### config.mk
export PLATFORM = sky130hd
export DESIGN_NAME = fwps_top
export DESIGN_NICKNAME = d
export VERILOG_FILES = /design/src/fwps_pkg.sv /design/src/fwps_sense_pulse.sv /design/src/fwps_top.sv
export VERILOG_INCLUDE_DIRS = /design/src
export SDC_FILE = /design/constraint.sdc
export NUM_CORES = 1
export LEC_CHECK = 0
export BUFFER_PORTS_ARGS = -buffer_cell sky130_fd_sc_hd__buf_2
export CORE_MARGIN = 5
export CORE_UTILIZATION = 43
export CTS_CLUSTER_DIAMETER = 80
export DETAILED_ROUTE_END_ITERATION = 10
export GPL_TIMING_DRIVEN = 0
export PLACE_DENSITY = 0.72
export SLEW_MARGIN = 20
export SYNTH_ARGS = -nofsm -noshare
export SYNTH_HDL_FRONTEND = slang
export SYNTH_SLANG_ARGS = --single-unit
### constraint.sdc
create_clock -name clk_in -period 9.9 [get_ports clk_in]
set_clock_uncertainty 0.05 [all_clocks]
set_input_delay 0.99 -clock clk_in [delete_from_list [all_inputs] [get_ports clk_in]]
set_output_delay 0.99 -clock clk_in [all_outputs]
set_load 0.05 [all_outputs]
### src/fwps_defs.svh
// Constants for the flash write-protect and security block.
// Assumes the includer is compiled after this header; definitions only.
// Overview of operation
// - Modify needs write enable; erase needs both
// - Both enables: external write erases whole page
// - Write enable routes external writes to flash
// - Unlock only by first then second key
// - Bad key or early operation disables until reset
// - Key register reads lock state in bits 1:0
// - Upper lock nibble cleared bans debug write/erase
// - Lower lock nibble cleared bans all debug access except device erase
// - Only debug device erase clears locks
// - Debug: any lock bars write/erase; unlocked pages readable while lower nibble set, locked/reserved refused
// - Debug reads lock byte only when nothing locked
// - Debug touches lock page only when unlocked
// - Unlocked code: locked/reserved/lock-page erase reset
// - Locked code: all pages, except lock erase/reserved
// - Lock byte is last user byte; 512-byte pages
// - One-shot bit: 3-cycle sense pulse (50 ns rounded up), else cycle
// - Data written by external writes, read by code reads
// - Flash error reset raises flash error flag
// - Key state relocks after each firmware write or erase
// - Byte write only clears bits; erase gives ones
// - Write enable stays set until software clears
`ifndef FWPS_DEFS_SVH
`define FWPS_DEFS_SVH

`define FWPS_PROGRAM_STORE_CONTROL_ADDR 8'h8f
`define FWPS_SCALE_ADDR 8'hb6
`define FWPS_KEY_ADDR 8'hb7
`define FWPS_PROGRAM_STORE_CONTROL_RST 8'h00
`define FWPS_SCALE_RST 8'h80
`define FWPS_KEY_RST 8'h00
`define FWPS_WE_BIT 0
`define FWPS_EE_BIT 1
`define FWPS_READ_ONESHOT_ENABLE_BIT 7
`define FWPS_KEY_FIRST 8'ha5
`define FWPS_KEY_SECOND 8'hf1
`define FWPS_KS_LOCKED 2'b00
`define FWPS_KS_FIRST 2'b01
`define FWPS_KS_OPEN 2'b10
`define FWPS_KS_DEAD 2'b11
`define FWPS_ADDR_W 13
`define FWPS_PAGE_W 9
`define FWPS_LOCK_ADDR 13'h1dff
`define FWPS_RSV_BASE 13'h1e00
`define FWPS_ERASED 8'hff
`define FWPS_CLK_MHZ 50
`define FWPS_ONESHOT_NS 50
`define FWPS_ONESHOT_CYC ((`FWPS_ONESHOT_NS * `FWPS_CLK_MHZ + 999) / 1000)

`endif

### src/fwps_pkg.sv
// Types shared by the flash write-protect and security block.
// Assumes fwps_defs.svh is on the include path.
`include "fwps_defs.svh"

package fwps_pkg;

   typedef enum logic [5:0] {
      FWPS_S_BOOT = 6'b000001,
      FWPS_S_IDLE = 6'b000010,
      FWPS_S_RDOLD = 6'b000100,
      FWPS_S_PROG = 6'b001000,
      FWPS_S_ERASE = 6'b010000,
      FWPS_S_READ = 6'b100000
   } fwps_state_e_t;

   typedef enum logic [1:0] {
      FWPS_K_LOCKED = `FWPS_KS_LOCKED,
      FWPS_K_FIRST = `FWPS_KS_FIRST,
      FWPS_K_OPEN = `FWPS_KS_OPEN,
      FWPS_K_DEAD = `FWPS_KS_DEAD
   } fwps_key_t;

   typedef enum logic [1:0] {
      FWPS_OP_READ = 2'h0,
      FWPS_OP_PROG = 2'h1,
      FWPS_OP_ERASE = 2'h2,
      FWPS_OP_ERASE_ALL = 2'h3
   } fwps_op_t;

   typedef enum logic [1:0] {
      FWPS_DBG_READ = 2'h0,
      FWPS_DBG_WRITE = 2'h1,
      FWPS_DBG_ERASE = 2'h2,
      FWPS_DBG_DEV_ERASE = 2'h3
   } fwps_dbg_cmd_t;

   typedef enum logic [1:0] {
      FWPS_SRC_CPU_WR = 2'h0,
      FWPS_SRC_CPU_RD = 2'h1,
      FWPS_SRC_DBG = 2'h2
   } fwps_src_t;

   // Command to the flash array macro, held until its done pulse
   typedef struct packed {
      logic req;
      fwps_op_t op;
      logic [`FWPS_ADDR_W-1:0] addr;
      logic [7:0] data;
   } fwps_flash_req_t;

   // Debug port request, one-cycle pulse
   typedef struct packed {
      logic req;
      fwps_dbg_cmd_t cmd;
      logic [`FWPS_ADDR_W-1:0] addr;
      logic [7:0] data;
   } fwps_dbg_req_t;

   // Debug port answer, one-cycle pulse
   typedef struct packed {
      logic done;
      logic ok;
      logic [7:0] data;
   } fwps_dbg_rsp_t;

endpackage

### src/fwps_sense_pulse.sv
// Flash read sense-amplifier enable generator.
// Assumes start_in is a one-cycle pulse on clk_in marking a read launch.
`timescale 1ns/1ns

module fwps_sense_pulse import fwps_pkg::*; #(
   parameter int ONESHOT_CYC = `FWPS_ONESHOT_CYC
) (
   input wire logic clk_in,
   input wire logic rst_in,
   input wire logic start_in,
   input wire logic oneshot_in,
   output logic sense_en_out
);

   typedef struct packed {
      logic [7:0] cnt;
      logic en;
   } fwps_sense_st_t;

   fwps_sense_st_t st_r;
   fwps_sense_st_t st_nxt;

   initial begin
      if (ONESHOT_CYC < 1 || ONESHOT_CYC > 255) begin
         $error("fwps_sense_pulse: ONESHOT_CYC out of range");
      end
   end

   always_comb begin
      st_nxt = st_r;
      if (start_in) begin
         st_nxt.en = 1'b1;
         // One-shot length, or a single full cycle when disabled
         st_nxt.cnt = oneshot_in ? 8'(ONESHOT_CYC - 1) : 8'h00;
      end else if (st_r.cnt != 8'h00) begin
         st_nxt.cnt = st_r.cnt - 8'h01;
      end else begin
         st_nxt.en = 1'b0;
      end
   end

   always_ff @(posedge clk_in or posedge rst_in) begin
      if (rst_in) begin
         st_r <= '0;
      end else begin
         st_r <= st_nxt;
      end
   end

   assign sense_en_out = st_r.en;

endmodule // fwps_sense_pulse

### src/fwps_top.sv
// Flash write-protect, key lock and security controller.
// Assumes every requester runs on clk_in; requests are one-cycle pulses
// taken only while busy_out is low, and the flash macro answers each
// held command with a one-cycle done pulse.
`timescale 1ns/1ns

module fwps_top import fwps_pkg::*; #(
   parameter int ADDR_W = `FWPS_ADDR_W
) (
   input wire logic clk_in,
   input wire logic rst_in,
   input wire logic sfr_wr_in,
   input wire logic sfr_rd_in,
   input wire logic [7:0] sfr_addr_in,
   input wire logic [7:0] sfr_wdata_in,
   output logic [7:0] sfr_rdata_out,
   input wire logic movx_wr_in,
   input wire logic [ADDR_W-1:0] movx_addr_in,
   input wire logic [7:0] movx_data_in,
   output logic xram_wr_out,
   output logic [ADDR_W-1:0] xram_addr_out,
   output logic [7:0] xram_data_out,
   input wire logic code_rd_in,
   input wire logic [ADDR_W-1:0] code_addr_in,
   input wire logic [ADDR_W-1:0] exec_pc_in,
   output logic cpu_done_out,
   output logic [7:0] code_rdata_out,
   output logic busy_out,
   input wire fwps_dbg_req_t dbg_req_in,
   output fwps_dbg_rsp_t dbg_rsp_out,
   output fwps_flash_req_t flash_req_out,
   input wire logic flash_done_in,
   input wire logic [7:0] flash_rdata_in,
   output logic flash_sense_out,
   output logic flash_error_reset_out,
   output logic flash_error_flag_out
);

   typedef struct packed {
      fwps_state_e_t fsm;
      fwps_key_t key;
      logic we;
      logic ee;
      logic read_oneshot_enable;
      logic [7:0] lock;
      fwps_src_t src;
      logic [7:0] wdata;
      fwps_flash_req_t fl;
      logic [7:0] rdata;
      logic xwr;
      logic [ADDR_W-1:0] xaddr;
      logic [7:0] xdata;
      logic cdone;
      logic [7:0] cdata;
      logic busy;
      fwps_dbg_rsp_t drsp;
      logic ferr_rst;
      logic ferr_flag;
      logic rd_start;
   } fwps_top_st_t;

   fwps_top_st_t st_r;
   fwps_top_st_t st_nxt;

   localparam logic [ADDR_W-1:0] LOCK_ADDR = `FWPS_LOCK_ADDR;
   localparam logic [ADDR_W-1:0] RSV_BASE = `FWPS_RSV_BASE;
   localparam logic [ADDR_W-1:0] PAGE_MASK =
      ~ADDR_W'((1 << `FWPS_PAGE_W) - 1);

   initial begin
      if (ADDR_W != `FWPS_ADDR_W) begin
         $error("fwps_top: ADDR_W must match the flash map");
      end
   end

   // Locked pages run from page 0 up to the complement of the lock byte
   function automatic logic pg_locked(input logic [ADDR_W-1:0] a,
                                      input logic [7:0] lk);
      logic [7:0] pg;
      pg = 8'(a[ADDR_W-1:`FWPS_PAGE_W]);
      pg_locked = (lk != `FWPS_ERASED) && (pg <= ~lk);
   endfunction

   function automatic logic same_pg(input logic [ADDR_W-1:0] a,
                                    input logic [ADDR_W-1:0] b);
      same_pg = (a & PAGE_MASK) == (b & PAGE_MASK);
   endfunction

   // Firmware access check; a failure forces a flash-error reset
   function automatic logic fw_fault(input logic [ADDR_W-1:0] t,
                                     input logic erase,
                                     input logic read,
                                     input logic [ADDR_W-1:0] pc,
                                     input logic [7:0] lk);
      logic run_locked;
      logic lock_rd;
      run_locked = pg_locked(pc, lk);
      lock_rd = read && (t == LOCK_ADDR);
      fw_fault = (t >= RSV_BASE)
         || (erase && same_pg(t, LOCK_ADDR))
         || (!run_locked && pg_locked(t, lk) && !lock_rd);
   endfunction

   logic sense_en;

   always_comb begin
      logic acc;
      logic dbg_ok;
      logic wr_ban;
      logic rd_ban;
      logic [ADDR_W-1:0] da;
      acc = 1'b0;
      dbg_ok = 1'b0;
      wr_ban = 1'b0;
      rd_ban = 1'b0;
      da = dbg_req_in.addr;
      st_nxt = st_r;
      st_nxt.xwr = 1'b0;
      st_nxt.cdone = 1'b0;
      st_nxt.drsp.done = 1'b0;
      st_nxt.ferr_rst = 1'b0;
      st_nxt.rd_start = 1'b0;

      // Register writes; enables persist until software clears them
      if (sfr_wr_in) begin
         case (sfr_addr_in)
            `FWPS_PROGRAM_STORE_CONTROL_ADDR: begin
               st_nxt.we = sfr_wdata_in[`FWPS_WE_BIT];
               st_nxt.ee = sfr_wdata_in[`FWPS_EE_BIT];
            end
            `FWPS_SCALE_ADDR: begin
               st_nxt.read_oneshot_enable = sfr_wdata_in[`FWPS_READ_ONESHOT_ENABLE_BIT];
            end
            `FWPS_KEY_ADDR: begin
               case (st_r.key)
                  FWPS_K_LOCKED: begin
                     st_nxt.key = (sfr_wdata_in == `FWPS_KEY_FIRST) ?
                        FWPS_K_FIRST : FWPS_K_DEAD;
                  end
                  FWPS_K_FIRST: begin
                     st_nxt.key = (sfr_wdata_in == `FWPS_KEY_SECOND) ?
                        FWPS_K_OPEN : FWPS_K_DEAD;
                  end
                  default: begin
                     // A further key write while open counts as wrong
                     st_nxt.key = FWPS_K_DEAD;
                  end
               endcase
            end
            default: begin
            end
         endcase
      end

      // Reads answer one cycle later; unmapped addresses read zero
      if (sfr_rd_in) begin
         case (sfr_addr_in)
            `FWPS_PROGRAM_STORE_CONTROL_ADDR: st_nxt.rdata = {6'h00, st_r.ee, st_r.we};
            `FWPS_SCALE_ADDR: st_nxt.rdata = {st_r.read_oneshot_enable, 7'h00};
            `FWPS_KEY_ADDR: st_nxt.rdata = {6'h00, st_r.key};
            default: st_nxt.rdata = 8'h00;
         endcase
      end

      case (st_r.fsm)
         FWPS_S_BOOT: begin
            // Fetch the lock byte before serving anyone
            if (!st_r.fl.req) begin
               st_nxt.fl = '{1'b1, FWPS_OP_READ, LOCK_ADDR, 8'h00};
               st_nxt.rd_start = 1'b1;
            end else if (flash_done_in) begin
               st_nxt.fl.req = 1'b0;
               st_nxt.lock = flash_rdata_in;
               st_nxt.busy = 1'b0;
               st_nxt.fsm = FWPS_S_IDLE;
            end
         end
         FWPS_S_IDLE: begin
            if (dbg_req_in.req) begin
               st_nxt.src = FWPS_SRC_DBG;
               wr_ban = (st_r.lock[7:4] != 4'hf)
                  || (st_r.lock[3:0] != 4'hf);
               rd_ban = (st_r.lock[3:0] != 4'hf)
                  || pg_locked(da, st_r.lock)
                  || ((da == LOCK_ADDR)
                      && (st_r.lock != `FWPS_ERASED));
               case (dbg_req_in.cmd)
                  FWPS_DBG_READ: begin
                     dbg_ok = !rd_ban && (da < RSV_BASE);
                     st_nxt.fl = '{1'b1, FWPS_OP_READ, da, 8'h00};
                  end
                  FWPS_DBG_WRITE: begin
                     // Clearing lock bits from here would add locks
                     dbg_ok = !wr_ban && (da < RSV_BASE)
                        && !((da == LOCK_ADDR)
                             && (dbg_req_in.data != `FWPS_ERASED));
                     st_nxt.fl = '{1'b1, FWPS_OP_READ, da, 8'h00};
                  end
                  FWPS_DBG_ERASE: begin
                     dbg_ok = !wr_ban && (da < RSV_BASE);
                     st_nxt.fl = '{1'b1, FWPS_OP_ERASE, da & PAGE_MASK,
                                   8'h00};
                  end
                  default: begin
                     dbg_ok = 1'b1;
                     st_nxt.fl = '{1'b1, FWPS_OP_ERASE_ALL, '0, 8'h00};
                  end
               endcase
               st_nxt.wdata = dbg_req_in.data;
               if (dbg_ok) begin
                  acc = 1'b1;
               end else begin
                  st_nxt.fl.req = 1'b0;
                  st_nxt.drsp = '{1'b1, 1'b0, 8'h00};
               end
            end else if (movx_wr_in && !st_r.we) begin
               // Write enable clear: the write belongs to data memory
               st_nxt.xwr = 1'b1;
               st_nxt.xaddr = movx_addr_in;
               st_nxt.xdata = movx_data_in;
            end else if (movx_wr_in) begin
               st_nxt.src = FWPS_SRC_CPU_WR;
               st_nxt.wdata = movx_data_in;
               if (st_r.key != FWPS_K_OPEN) begin
                  // Early attempt kills the key; flash untouched
                  st_nxt.key = FWPS_K_DEAD;
                  st_nxt.cdone = 1'b1;
               end else if (fw_fault(movx_addr_in, st_r.ee, 1'b0,
                                     exec_pc_in, st_r.lock)) begin
                  st_nxt.ferr_rst = 1'b1;
                  st_nxt.ferr_flag = 1'b1;
                  st_nxt.key = FWPS_K_LOCKED;
               end else if (st_r.ee) begin
                  // Data byte is ignored for an erase
                  st_nxt.fl = '{1'b1, FWPS_OP_ERASE,
                                movx_addr_in & PAGE_MASK, 8'h00};
                  acc = 1'b1;
               end else begin
                  st_nxt.fl = '{1'b1, FWPS_OP_READ, movx_addr_in,
                                8'h00};
                  acc = 1'b1;
               end
            end else if (code_rd_in) begin
               st_nxt.src = FWPS_SRC_CPU_RD;
               if (fw_fault(code_addr_in, 1'b0, 1'b1, exec_pc_in,
                            st_r.lock)) begin
                  st_nxt.ferr_rst = 1'b1;
                  st_nxt.ferr_flag = 1'b1;
               end else begin
                  st_nxt.fl = '{1'b1, FWPS_OP_READ, code_addr_in,
                                8'h00};
                  acc = 1'b1;
               end
            end
            if (acc) begin
               st_nxt.busy = 1'b1;
               case (st_nxt.fl.op)
                  FWPS_OP_READ: begin
                     st_nxt.rd_start = 1'b1;
                     st_nxt.fsm = (st_nxt.src == FWPS_SRC_CPU_RD
                        || (st_nxt.src == FWPS_SRC_DBG
                            && dbg_req_in.cmd == FWPS_DBG_READ)) ?
                        FWPS_S_READ : FWPS_S_RDOLD;
                  end
                  default: st_nxt.fsm = FWPS_S_ERASE;
               endcase
            end
         end
         FWPS_S_RDOLD: begin
            // Programming can only clear bits: merge with old contents
            if (flash_done_in) begin
               st_nxt.fl.op = FWPS_OP_PROG;
               st_nxt.fl.data = flash_rdata_in & st_r.wdata;
               st_nxt.fsm = FWPS_S_PROG;
            end
         end
         FWPS_S_PROG, FWPS_S_ERASE: begin
            if (flash_done_in) begin
               st_nxt.fl.req = 1'b0;
               st_nxt.busy = 1'b0;
               st_nxt.fsm = FWPS_S_IDLE;
               if (st_r.fl.op == FWPS_OP_ERASE_ALL) begin
                  st_nxt.lock = `FWPS_ERASED;
               end else if (st_r.fsm == FWPS_S_ERASE) begin
                  if (same_pg(st_r.fl.addr, LOCK_ADDR)) begin
                     st_nxt.lock = `FWPS_ERASED;
                  end
               end else if (st_r.fl.addr == LOCK_ADDR) begin
                  st_nxt.lock = st_r.fl.data;
               end
               if (st_r.src == FWPS_SRC_DBG) begin
                  st_nxt.drsp = '{1'b1, 1'b1, 8'h00};
               end else begin
                  st_nxt.cdone = 1'b1;
                  st_nxt.key = FWPS_K_LOCKED;
               end
            end
         end
         FWPS_S_READ: begin
            if (flash_done_in) begin
               st_nxt.fl.req = 1'b0;
               st_nxt.busy = 1'b0;
               st_nxt.fsm = FWPS_S_IDLE;
               if (st_r.src == FWPS_SRC_DBG) begin
                  st_nxt.drsp = '{1'b1, 1'b1, flash_rdata_in};
               end else begin
                  st_nxt.cdone = 1'b1;
                  st_nxt.cdata = flash_rdata_in;
               end
            end
         end
         default: begin
            st_nxt.fsm = FWPS_S_IDLE;
            st_nxt.fl.req = 1'b0;
            st_nxt.busy = 1'b0;
         end
      endcase
   end

   always_ff @(posedge clk_in or posedge rst_in) begin
      if (rst_in) begin
         st_r <= '0;
         st_r.fsm <= FWPS_S_BOOT;
         st_r.key <= fwps_key_t'(`FWPS_KEY_RST);
         st_r.we <= 1'(`FWPS_PROGRAM_STORE_CONTROL_RST >> `FWPS_WE_BIT);
         st_r.ee <= 1'(`FWPS_PROGRAM_STORE_CONTROL_RST >> `FWPS_EE_BIT);
         st_r.read_oneshot_enable <= 1'(`FWPS_SCALE_RST >> `FWPS_READ_ONESHOT_ENABLE_BIT);
         st_r.lock <= `FWPS_ERASED;
         st_r.busy <= 1'b1;
      end else begin
         st_r <= st_nxt;
      end
   end

   fwps_sense_pulse #(
      .ONESHOT_CYC(`FWPS_ONESHOT_CYC)
   ) u_sense (
      .clk_in(clk_in),
      .rst_in(rst_in),
      .start_in(st_r.rd_start),
      .oneshot_in(st_r.read_oneshot_enable),
      .sense_en_out(sense_en)
   );

   assign sfr_rdata_out = st_r.rdata;
   assign xram_wr_out = st_r.xwr;
   assign xram_addr_out = st_r.xaddr;
   assign xram_data_out = st_r.xdata;
   assign cpu_done_out = st_r.cdone;
   assign code_rdata_out = st_r.cdata;
   assign busy_out = st_r.busy;
   assign dbg_rsp_out = st_r.drsp;
   assign flash_req_out = st_r.fl;
   assign flash_sense_out = sense_en;
   assign flash_error_reset_out = st_r.ferr_rst;
   assign flash_error_flag_out = st_r.ferr_flag;

endmodule // fwps_top

# Yosys cells after proc, flatten, opt, wreduce, memory -nomap -nowiden

Cells that the tools add are included.

Shift operators: 0
$lt $le $gt $ge: 7
Reductions and logical operators: 56
$mul: 0
Bitwise gates (word level): 6
Eq/ne operators: 51
Add/subtract/negate cells: 1
Mux-type cells: 103
Divide/modulo/power cells: 0

Operators by type and width:

| cell                                                       | number |
|---|---|
| two-way mux 24 bit                                         | 5 |
| two-way mux 34 bit                                         | 3 |
| two-way mux 8 bit                                          | 11 |
| two-way mux 23 bit                                         | 3 |
| case mux 8 bit (3 select lines)                            | 2 |
| case mux 23 bit (2 select lines)                           | 1 |
| two-way mux 22 bit                                         | 2 |
| two-way mux 2 bit                                          | 21 |
| equality test 8 bit (second input constant)                | 5 |
| two-way mux 10 bit                                         | 4 |
| equality test 13 bit (second input constant)               | 3 |
| two-way mux 6 bit                                          | 6 |
| less-or-equal comparator 4 x 8 -> 1 bit                    | 4 |
| inequality test 4 bit (second input constant)              | 8 |
| case mux 10 bit (3 select lines)                           | 1 |
| case mux 6 bit (5 select lines)                            | 1 |
| two-way mux 1 bit                                          | 28 |
| inequality test 2 bit (second input constant)              | 14 |
| AND reduction 7 bit                                        | 4 |
| greater-or-equal comparator 13 bit (second input constant) | 2 |
| case mux 13 bit (2 select lines)                           | 1 |
| two-way mux 20 bit                                         | 1 |
| two-way mux 9 bit                                          | 2 |
| inequality test 8 bit (second input constant)              | 2 |
| 39 further kinds                                           | 90 |

Memories kept: 0
ROM bits: 0
Memory bits (writable): 0
Logic and storage cells: 251
Register bits: 115
Input port bits: 102
Output and inout bits: 77
Latch bits: 0

# Depth between registers and ports, before layout

Gate-level depths: netlist of the first run.

Depth after elaboration: 20
Gate-level depth with buffers: 10
Depth with buffers taken out: 9

# Modules after synthesis

From an unflattened synthesis of the first run, not the netlist that was laid out.

Cell total of the unflattened synthesis: 623
Area total of the unflattened synthesis: 6301.0 um2

By module, submodules not included:

| module           | cells an instance | instances | area each (um2) |
|---|---|---|---|
| fwps_top         | 573               | 1         | 5823.1 |
| fwps_sense_pulse | 50                | 1         | 478.0 |

# Worst setup path after synthesis of the first run

OpenSTA, ideal clock, no wires.

Path type: input -> register
Start point: input port exec_pc_in[10]
End point: register st_r, in the netlist flash_req_out[1]
Slack: 6.884 ns
Library setup time: 0.128 ns
Arrival time: 2.838 ns
Stages: 8
Required time: 9.722 ns
Cells stage by stage: ha_1 nor2b_1 o211ai_1 a211o_4 a221oi_4 o211ai_1 nand2_2 mux2_1

Word-level cells in the longest chain between the ends: 8
Elaborated cells between the ends (all ways): 11
Those cells by class: order compare (1); eq/ne (2); reduce/logical (8)

RTL lines:

| element                                   | line            | RTL |
|---|---|---|
| start: declaration                        | fwps_top.sv:25  | `input wire logic [ADDR_W-1:0] exec_pc_in,` |
| less-or-equal comparator 4 x 8 -> 1 bit * | fwps_top.sv:81  | `` pg_locked = (lk != `FWPS_ERASED) && (pg <= ~lk); `` |
| logical AND 1 bit *                       | fwps_top.sv:81  |  |
| logical NOT 1 bit *                       | fwps_top.sv:101 | `\|\| (!run_locked && pg_locked(t, lk) && !lock_rd);` |
| logical AND 1 bit (2 in series)           | fwps_top.sv:101 |  |
| logical OR 1 bit                          | fwps_top.sv:101 |  |
| inequality test 4 bit (no line)           | --              |  |
| AND reduction 8 bit (no line) *           | --              |  |
| end signal: assignment                    | fwps_top.sv:331 | `st_r <= st_nxt;` |
| end: declaration                          | fwps_top.sv:62  | `fwps_top_st_t st_r;` |

Every way passes the cells marked *; elsewhere a longest branch is shown, timed or not.
A chain may end at the register's enable or synchronous reset.

# Final worst setup path of the first run

Start point: input port exec_pc_in[10]
End point: register st_r, in the netlist flash_req_out[5]

The elaborated chain is that of the path after synthesis.

==> impl_metrics.csv, run 1 <==
group,metric,value,unit
route,drtIter0Drc,473,
finish,drive_above_1_share,0.394,
timing,min_period,3040,ps
critical_path,worstSetupPathType,"primary input to flop",
floorplanning,ios,179,
yosys,netlist_area,6240,um^2
timing,min_period_over_period,0.307,
timing,setup_tns,0,ps
critical_path,startpoint,"exec_pc_in[10]",
critical_path,critical_path.max_fanout,8,
pwr,p_total,2300,uW
timing,setup_ws,6860,ps
yosys,synth_ff_type,"dfrtp_1",
floorplanning,die_w,131,um
cts,cts-htree-levels,3,
finish,layout_commonest_cell,"buf_2",
cts,cts_resized,0,
placed_design,io_buffers,164,
timing,holdWs,421,ps
route,drt.antenna.violating_nets,0,
route,drcViolationCount,0,
timing,fmax,329,MHz
cts,clockBufferDepth,2,
yosys,synthArstFlopShare,1.00,
critical_path,crit_chain,"buf_2 -> ha_1 -> nor2b_1 -> o211ai_1 -> a211o_4 -> a221oi_4 -> o211ai_1 -> nand2_2 -> mux2_1",
finish,fin_nets,887,
pwr,comb_power_share,0.531,
pwr,power_frac_seq,0.316,
placed_design,pre_cts_ws,6500,ps
placed_design,gp_congestion,0.876,
placed_design,dp_hpwl,12.9,mm
cts,cts_setup_buffers,0,
yosys,synth_edf_count,0,
timing,rsz0062_at_grt,"false",
pwr,intPower,1250,uW
cts,cts_hold_buf,0,
cts,cts_tree,"yes",
yosys,yosysTopAreaCellShare,0.397,
global_routing,grt_usage,0.196,
global_routing,grt_first_pass_wirelength,26.2,mm
pwr,peakVddDrop,144,uV
pwr,clkPwrFrac,0.153,
worst_hold_path,hold_path.class,"flop to flop",
floorplanning,core_region_area,14400,um^2
finish,final_util,0.531,
pwr,p_switching,1050,uW
critical_path,cp.required,10090,ps
critical_path,path_buf_inv,1,
route,vias_per_cell,5.30,
yosys,ys_seq_area_frac,0.443,
route,wl_per_cell,17.2,um
route,wirelength,16.6,mm
critical_path,critPathLaunchType,"primary input",
flow_run,max_cap_viol_count,0,
critical_path,slowest_stage,"a211o_4",
timing,hold_viol,0,
global_routing,antenna_found_initial,1,
cts,cts-root-buf,"clkbuf_16",
timing,relSlewSlack,0.564,
critical_path,slowest_delay,380,ps
route,first_pass_iters,7,
floorplanning,row_count,44,
floorplanning,dieArea,17000,um^2
critical_path,critPathArrivalTime,3230,ps
worst_hold_path,holdCritStartpoint,"flash_error_flag_out",
pwr,p_per_area,302,nW/um^2
yosys,ys_seq_elements,110,
critical_path,cp_common_cell,"o211ai_1",
cts,cts.sinks,110,
global_routing,grt_overflow,0,
cts,cts_buffers,9,
floorplanning,initial_core_util,0.435,
critical_path,rr_startpoint,"st_r[87]",
yosys,yosys_warnings,0,
yosys,synth_cell_type_count,77,
global_routing,grt_pass1_vias,5074,
timing,worst_slew_pin_slew,652,ps
global_routing,grt_max_degree,64,
yosys,synth_area_leaders,"dfrtp_1 (40%), buf_4 (8.8%), dfstp_2 (4.6%)",
critical_path,cp_top_family,"compound AO/OA/AOI/OAI gates",
pwr,swShare,0.455,
finish,area_delta_synth_final,22.1,%
critical_path,cp-end-kind,"flop",
pwr,leakagePower,0.00397,uW
yosys,synth.avg_cell_area,10.6,um^2
run_status,status,"completed",
floorplanning,die_h,131,um
timing,finalSetupViolations,0,
cts,clock_latency,360,ps
yosys,synth_largest_area_cell,"dfrtp_1",
yosys,synthCells,591,
timing,drv_slew,0,
cts,cts.clk_slew.worst_paths,70,ps
finish,final_cell_mix,"buf_2 (167), dfrtp_1 (99), buf_4 (73)",
route,num_vias,5098,
[cell families (layout without fill, tap and decap cells)]
| family | Yosys count | in the layout | synth area share |
|---|---|---|---|
| AOI/OAI and AO/OA | 134 | 134 | 0.162 |
| xor gates and xnor gates | 5 | 5 | 0.00701 |
| adders and majority gates | 14 | 14 | 0.0281 |
| buffers and inverters | 117 | 298 | 0.124 |
| DFF | 110 | 110 | 0.443 |
| muxes | 58 | 58 | 0.100 |
| other | 1 | 7 | 0.000601 |
| and+or+nand+nor | 152 | 152 | 0.135 |
[worst paths after layout]
kind	slack, ps	endpoint	depth (start not counted)
max	6860	flash_req_out[5]	9
min	420	flash_error_flag_out	1
max reg2reg	7040	flash_req_out[5]	8
min reg2reg	420	flash_error_flag_out	1
max in group asynchronous	8490	st_r[89]	3
min in group asynchronous	610	dbg_rsp_out[9]	2
[through the flow]
| stage | instances | instance area (um^2) |
|---|---|---|
| finish | 962 | 7630 |
| global route | 961 | 7620 |
| CTS | 960 | 7620 |
| detailed placement | 944 | 7340 |
| global placement | 943 | 7310 |
| floorplan | 595 | 6260 |
[state kept, by name (all words and copies together), names as in the netlist]
name / count
st_r: 30
flash_req_out: 24
xram_addr_out: 13
dbg_rsp_out: 10
code_rdata_out: 8
u_sense.st_r: 8
xram_data_out: 8
sfr_rdata_out: 3
busy_out: 1
cpu_done_out: 1
flash_error_flag_out: 1
flash_error_reset_out: 1
u_sense.sense_en_out: 1
xram_wr_out: 1
[power groups by stage]
stage	logic, uW	registers (uW)	clock network, uW
3_5_place_dp	1220	735	0
6_report	1220	727	353
3_3_place_gp	1210	729	0
2_1_floorplan	959	729	0
4_1_cts	1230	728	360
5_1_grt	1320	750	379
[synth_stat cells (all sizes together), types with 4 or more instances]
library cell  instances
a2bb2oi               4
ha                   14
clkbuf               13
o211ai                5
a22oi                14
and3                  5
nand4                11
o21ai                19
nand2                26
nor3                  4
o22ai                 9
a222oi                9
inv                  25
mux2i                22
nor2                 43
nor2b                 5
and4                  5
buf                  79
a22o                 12
nand3b                5
dfstp                11
a21o                  6
a41o                  4
nand2b                4
mux2                 36
dfrtp                99
nand3                11
and2                  4
nor4                  9
a21oi                27
[layout make-up]
class                           instances  area (um^2)
Clock buffer                           13          260
Tap cell                              184          230
Clock inverter                          3         18.8
Inverter                               25         98.8
Timing Repair Buffer                  165          848
Buffer                                 92          682
Fill cell                            1322         6740
Sequential cell                       110         2770
Multi-Input combinational cell        368         2720
Antenna cell                            2         5.00
[per-layer routing]
layer / up-vias / global-route usage / routed length (um)
li1: 2450 / - / -
met1: 2454 / 0.261 / 7010
met2: 169 / 0.324 / 8200
met3: 25 / 0.0285 / 987
met4: 0 / 0.0799 / 374
met5: - / 0 / 0
Power figures use the tool's default switching activity.
==> inputs of run 2 (changes only) <==
clock period = 3.15 ns   (was 9.9 ns; I/O delays follow)
==> run 2 against run 1 <==
  * The flow now finishes with violations (hold timing)
  * Final cell count shrank 0.21%
  * Non-clock buffer count grew 2
  * Worst setup slack worse by 6600 ps
  * Via count decreased by 0.73%
  * Clock power grew to 2.9 times the previous value
  * Critical path depth shrank 1
  * Register-to-register slack worse by 6800 ps
  * Critical path type is now flop to flop
==> impl_metrics.csv, run 2 (synthesized netlist as in run 1, its figures left out) <==
group,metric,value,unit
run_status,status,"complete, but fails checks",
run_status,failed_checks,"hold timing",
placed_design,io_buffers,164,
route,wirelength,16.5,mm
finish,drive_above_1_share,0.394,
critical_path,reg2reg_depth,8,
route,first_pass_iters,7,
timing,setup_tns,0,ps
critical_path,rr_endpoint,"flash_req_out[1]",
route,drcViolationCount,0,
critical_path,worstSetupPathType,"flop to flop",
floorplanning,ios,179,
pwr,p_total,7160,uW
critical_path,startpoint,"st_r[87]",
timing,hold_viol,21,
critical_path,cp-end-kind,"flop",
critical_path,cp.required,3330,ps
cts,cts.sinks,110,
route,wl_per_cell,17.2,um
timing,fmax,345,MHz
floorplanning,core_region_area,14400,um^2
cts,cts_buffers,9,
timing,holdWs,-15.0,ps
placed_design,dp_hpwl,13.0,mm
global_routing,grt_overflow,0,
flow_run,max_cap_viol_count,0,
global_routing,grt_first_pass_wirelength,25.9,mm
cts,clock_latency,350,ps
route,vias_per_cell,5.27,
global_routing,grt.met3_usage,0.0240,
timing,rsz0062_at_grt,"false",
floorplanning,row_count,44,
timing,relSlewSlack,0.596,
global_routing,met2_usage,0.325,
floorplanning,dieArea,17000,um^2
route,num_vias,5061,
cts,cts-root-buf,"clkbuf_16",
finish,fillers,1346,
pwr,peakVddDrop,469,uV
finish,multi_input_area,2720,um^2
finish,final_cell_mix,"buf_2 (167), dfrtp_1 (99), buf_4 (73)",
finish,layout_commonest_cell,"buf_2",
timing,drv_slew,0,
critical_path,critical_path.max_fanout,8,
worst_hold_path,hold_path.class,"primary input to asynchronous set/reset pin",
timing,min_period,2900,ps
global_routing,grt_pass1_vias,5102,
cts,cts_tree,"yes",
pwr,leakagePower,0.00396,uW
critical_path,rr_startpoint,"st_r[87]",
placed_design,gp_congestion,0.884,
floorplanning,initial_core_util,0.435,
cts,clockBufferDepth,2,
critical_path,critPathLaunchType,"flop",
global_routing,gr-usage-met1,0.255,
cts,cts_resized,0,
timing,finalSetupViolations,0,
cts,cts.clk_slew.worst_paths,70,ps
finish,largest-register,"st_r",
finish,area_delta_synth_final,22.1,%
floorplanning,die_h,131,um
critical_path,rrSetupSlack,250,ps
pwr,p_per_area,939,nW/um^2
floorplanning,die_w,131,um
finish,final-seq-area,2770,um^2
cts,cts_hold_buf,0,
cts,cts_setup_buffers,0,
global_routing,top_usage_layer,"met2",
critical_path,critPathArrivalTime,3080,ps
global_routing,antenna_found_initial,1,
global_routing,grt_usage,0.193,
finish,largest_register_ffs,30,
global_routing,grt_max_degree,32,
finish,fin_nets,889,
timing,min_period_over_period,0.919,
critical_path,endpoint,"flash_req_out[1]",
timing,worst_slew_pin_slew,604,ps
route,drtIter0Drc,356,
cts,cts-htree-levels,3,
route,drt.antenna.violating_nets,0,
==> run 2: how the worst min path moves through the flow <==
stage                              start                   end  slack [ps]  cells after the start
finish                            rst_in     code_rdata_out[2]         -10                      2
global route                      rst_in      sfr_rdata_out[7]          40                      2
CTS                               rst_in      sfr_rdata_out[7]           2                      2
detailed placement                rst_in     code_rdata_out[5]         380                      2
global placement    flash_error_flag_out  flash_error_flag_out         400                      1
floorplan                      sfr_rd_in      sfr_rdata_out[0]         350                      1
==> run 2: routing by layer <==
metal	up-vias	wire [um]
li1	2453	-
met4	0	328
met5	-	0
met1	2434	7100
met3	20	866
met2	154	8200
==> run 2: critical path, cell delays in order, from the launching register on <==
cell and delay (ps):
dfstp_2 520, inv_1 100, ha_1 300, a41o_1 220, a211o_4 300, a221oi_4 340, o211ai_1 320, nand2_2 270
mux2_1 350
==> run 2: power by group <==
part	switching, uW	internal (uW)
clock	508	524
combinational	2420	1420
sequential	338	1950
total	3270	3890
==> run 2: layout make-up <==
type | instances | area share
diodes | 1 | 0.000328
inverters | 25 | 0.0128
clock buffers | 11 | 0.0305
flip-flops and latches | 110 | 0.363
plain buffers | 92 | 0.0895
clock inverters | 2 | 0.00164
repair buffers | 167 | 0.116
multi-input cells | 368 | 0.357
well taps | 184 | 0.0302
==> run 2: through the flow <==
stage                     hold WS, ps  worst slack [ps]  instance area [um^2]  instances  utilization
after CTS                        2.30               287                  7620        959        0.530
after floorplan                   350               620                  6260        595            -
after global routing             43.5               130                  7620        960        0.530
after global placement            401               328                  7310        943        0.509
final                           -15.0               254                  7620        960        0.530
after detailed placement          381               323                  7370        946        0.513
==> inputs of run 3 (changes only) <==
CELL_PAD_IN_SITES_DETAIL_PLACEMENT = 0   (was not set)
CELL_PAD_IN_SITES_GLOBAL_PLACEMENT = 1   (was not set)
CORE_UTILIZATION = 40   (was 43)
PLACE_DENSITY = 0.84   (was 0.72)
==> run 3 against run 2 <==
  * The flow now finishes without violations
  * Total power grew 2.6%
  * Register-to-register slack lost 20 ps
  * Combinational power grew 1%
==> impl_metrics.csv, run 3 (synthesized netlist as in run 1, its figures left out) <==
group,metric,value,unit
critical_path,rr_endpoint,"flash_req_out[11]",
timing,setup_tns,0,ps
worst_hold_path,hold_path.class,"primary input to flop",
floorplanning,row_count,45,
placed_design,io_buffers,164,
route,num_vias,5191,
global_routing,grt_pass1_vias,5364,
finish,layout_commonest_cell,"buf_2",
floorplanning,dieArea,18200,um^2
critical_path,cp-end-kind,"flop",
route,wl_per_cell,17.6,um
global_routing,grt_overflow,0,
timing,worst_slew_pin_slew,612,ps
critical_path,critPathLaunchType,"flop",
placed_design,place_inst,973,
critical_path,worstSetupPathType,"flop to flop",
floorplanning,ios,179,
global_routing,grt_usage,0.191,
finish,design_area,7720,um^2
critical_path,cp_top_family,"compound AO/OA/AOI/OAI gates",
timing,relSlewSlack,0.590,
floorplanning,core_region_area,15300,um^2
pwr,swShare,0.455,
run_status,status,"completed",
cts,cts_tree,"yes",
critical_path,slowest_delay,520,ps
pwr,intPower,4000,uW
critical_path,crit_chain,"inv_1 -> ha_1 -> a41o_1 -> a211o_4 -> a221o_2 -> and2_4 -> buf_6 -> a222oi_1 -> mux2i_1",
cts,clockBufferDepth,2,
timing,hold_viol,0,
flow_run,max_cap_viol_count,0,
route,wirelength,17.4,mm
placed_design,placed_cell_area,7410,um^2
cts,cts.sinks,110,
pwr,peakVddDrop,479,uV
finish,final_cell_mix,"buf_2 (167), dfrtp_1 (99), buf_4 (73)",
timing,min_period_over_period,0.926,
finish,antenna_cells,0,
cts,cts-htree-levels,3,
global_routing,grt_first_pass_wirelength,27.7,mm
placed_design,dp_hpwl,14.0,mm
route,first_pass_iters,7,
timing,fmax,343,MHz
critical_path,cp.required,3310,ps
global_routing,antenna_found_initial,0,
finish,layout.cells.non_filler,990,
pwr,comb_power_share,0.528,
global_routing,grt_max_degree,33,
critical_path,rr_startpoint,"st_r[87]",
placed_design,gp_congestion,0.871,
cts,cts_buffers,9,
critical_path,critical_path.max_fanout,9,
pwr,clkPwrFrac,0.158,
critical_path,rrSetupSlack,230,ps
pwr,power_frac_seq,0.314,
floorplanning,die_h,135,um
pwr,p_switching,3340,uW
cts,cts-root-buf,"clkbuf_16",
finish,final_util,0.506,
route,drt.antenna.violating_nets,0,
critical_path,path_buf_inv,2,
floorplanning,initial_core_util,0.409,
route,drtIter0Drc,482,
finish,largest-register,"st_r",
finish,area_delta_synth_final,23.6,%
cts,cts_resized,0,
finish,fin_nets,890,
pwr,p_per_area,951,nW/um^2
worst_hold_path,holdCritStartpoint,"movx_addr_in[5]",
timing,min_period,2920,ps
floorplanning,die_w,135,um
critical_path,critPathArrivalTime,3080,ps
cts,cts.clk_slew.worst_paths,70,ps
route,drcViolationCount,0,
critical_path,slowest_stage,"dfstp_2",
finish,largest_register_ffs,30,
critical_path,reg2reg_depth,9,
critical_path,cp_num_cells,9,
pwr,leakagePower,0.00399,uW
timing,holdWs,148,ps
route,vias_per_cell,5.24,
critical_path,endpoint,"flash_req_out[11]",
timing,rsz0062_at_grt,"false",
cts,cts_setup_buffers,0,
timing,finalSetupViolations,0,
timing,drv_slew,0,
finish,drive_above_1_share,0.398,
cts,clock_latency,360,ps
critical_path,startpoint,"st_r[87]",
## run 3: cell count changes in the layout (fill, tap and decap cells not counted)
cell	previous run	this run
clkinv_4	0	1
bufinv_16	0	1
diode_2	1	0
clkinv_2	1	3
dlygate4sd3_1	0	1
clkbuf_8	4	5
clkbuf_1	11	9
## run 3: worst min-delay path by stage
stage,endpoint,slack (ps),depth (start not counted)
3_5_place_dp,code_rdata_out[5],370,2
2_1_floorplan,sfr_rdata_out[0],350,1
3_3_place_gp,flash_error_flag_out,400,1
5_1_grt,xram_addr_out[5],140,2
4_1_cts,xram_addr_out[5],140,2
6_report,xram_addr_out[5],150,2
## run 3: layout make-up
type | instances | area, um^2
multi-input combinational | 368 | 2720
inverter | 25 | 97.6
timing repair buffer | 168 | 891
clock buffer | 10 | 239
clock inverter | 6 | 61.3
tap | 211 | 264
sequential | 110 | 2770
buffer | 92 | 682
fill | 1402 | 7540
## run 3: timing repair
| action | 4_1_cts | 5_1_grt |
|---|---|---|
| setup endpoints to repair | 0 | 0 |
| hold buffers | 1 | 0 |
| hold endpoints to repair | 22 | 0 |
## run 3: through the flow
stage	power, uW	setup WS [ps]
after floorplan	5310	620
after global placement	6090	344
after detailed placement	6210	260
after CTS	7390	254
after global routing	7790	128
final	7340	232
## run 3: routing by layer
metal,global-route usage,share of wire,up-vias
met5,0,0,-
met4,0.0661,0.019,0
met3,0.0428,0.057,26
met2,0.325,0.50,177
met1,0.241,0.42,2529
li1,-,-,2459
## run 3: power by group through the flow
stage | Sequential, uW | Clock (uW) | Combinational (uW)
after floorplan | 2290 | 0 | 3020
after global placement | 2290 | 0 | 3810
after detailed placement | 2330 | 0 | 3880
after CTS | 2300 | 1190 | 3900
after global routing | 2370 | 1260 | 4160
final | 2300 | 1160 | 3880
## run 3: worst register-to-register path: stages (launching register included)
cell,delay [ps]
dfstp_2,520
inv_1,110
ha_1,300
a41o_1,230
a211o_4,310
a221o_2,390
and2_4,150
buf_6,130
a222oi_1,430
mux2i_1,160
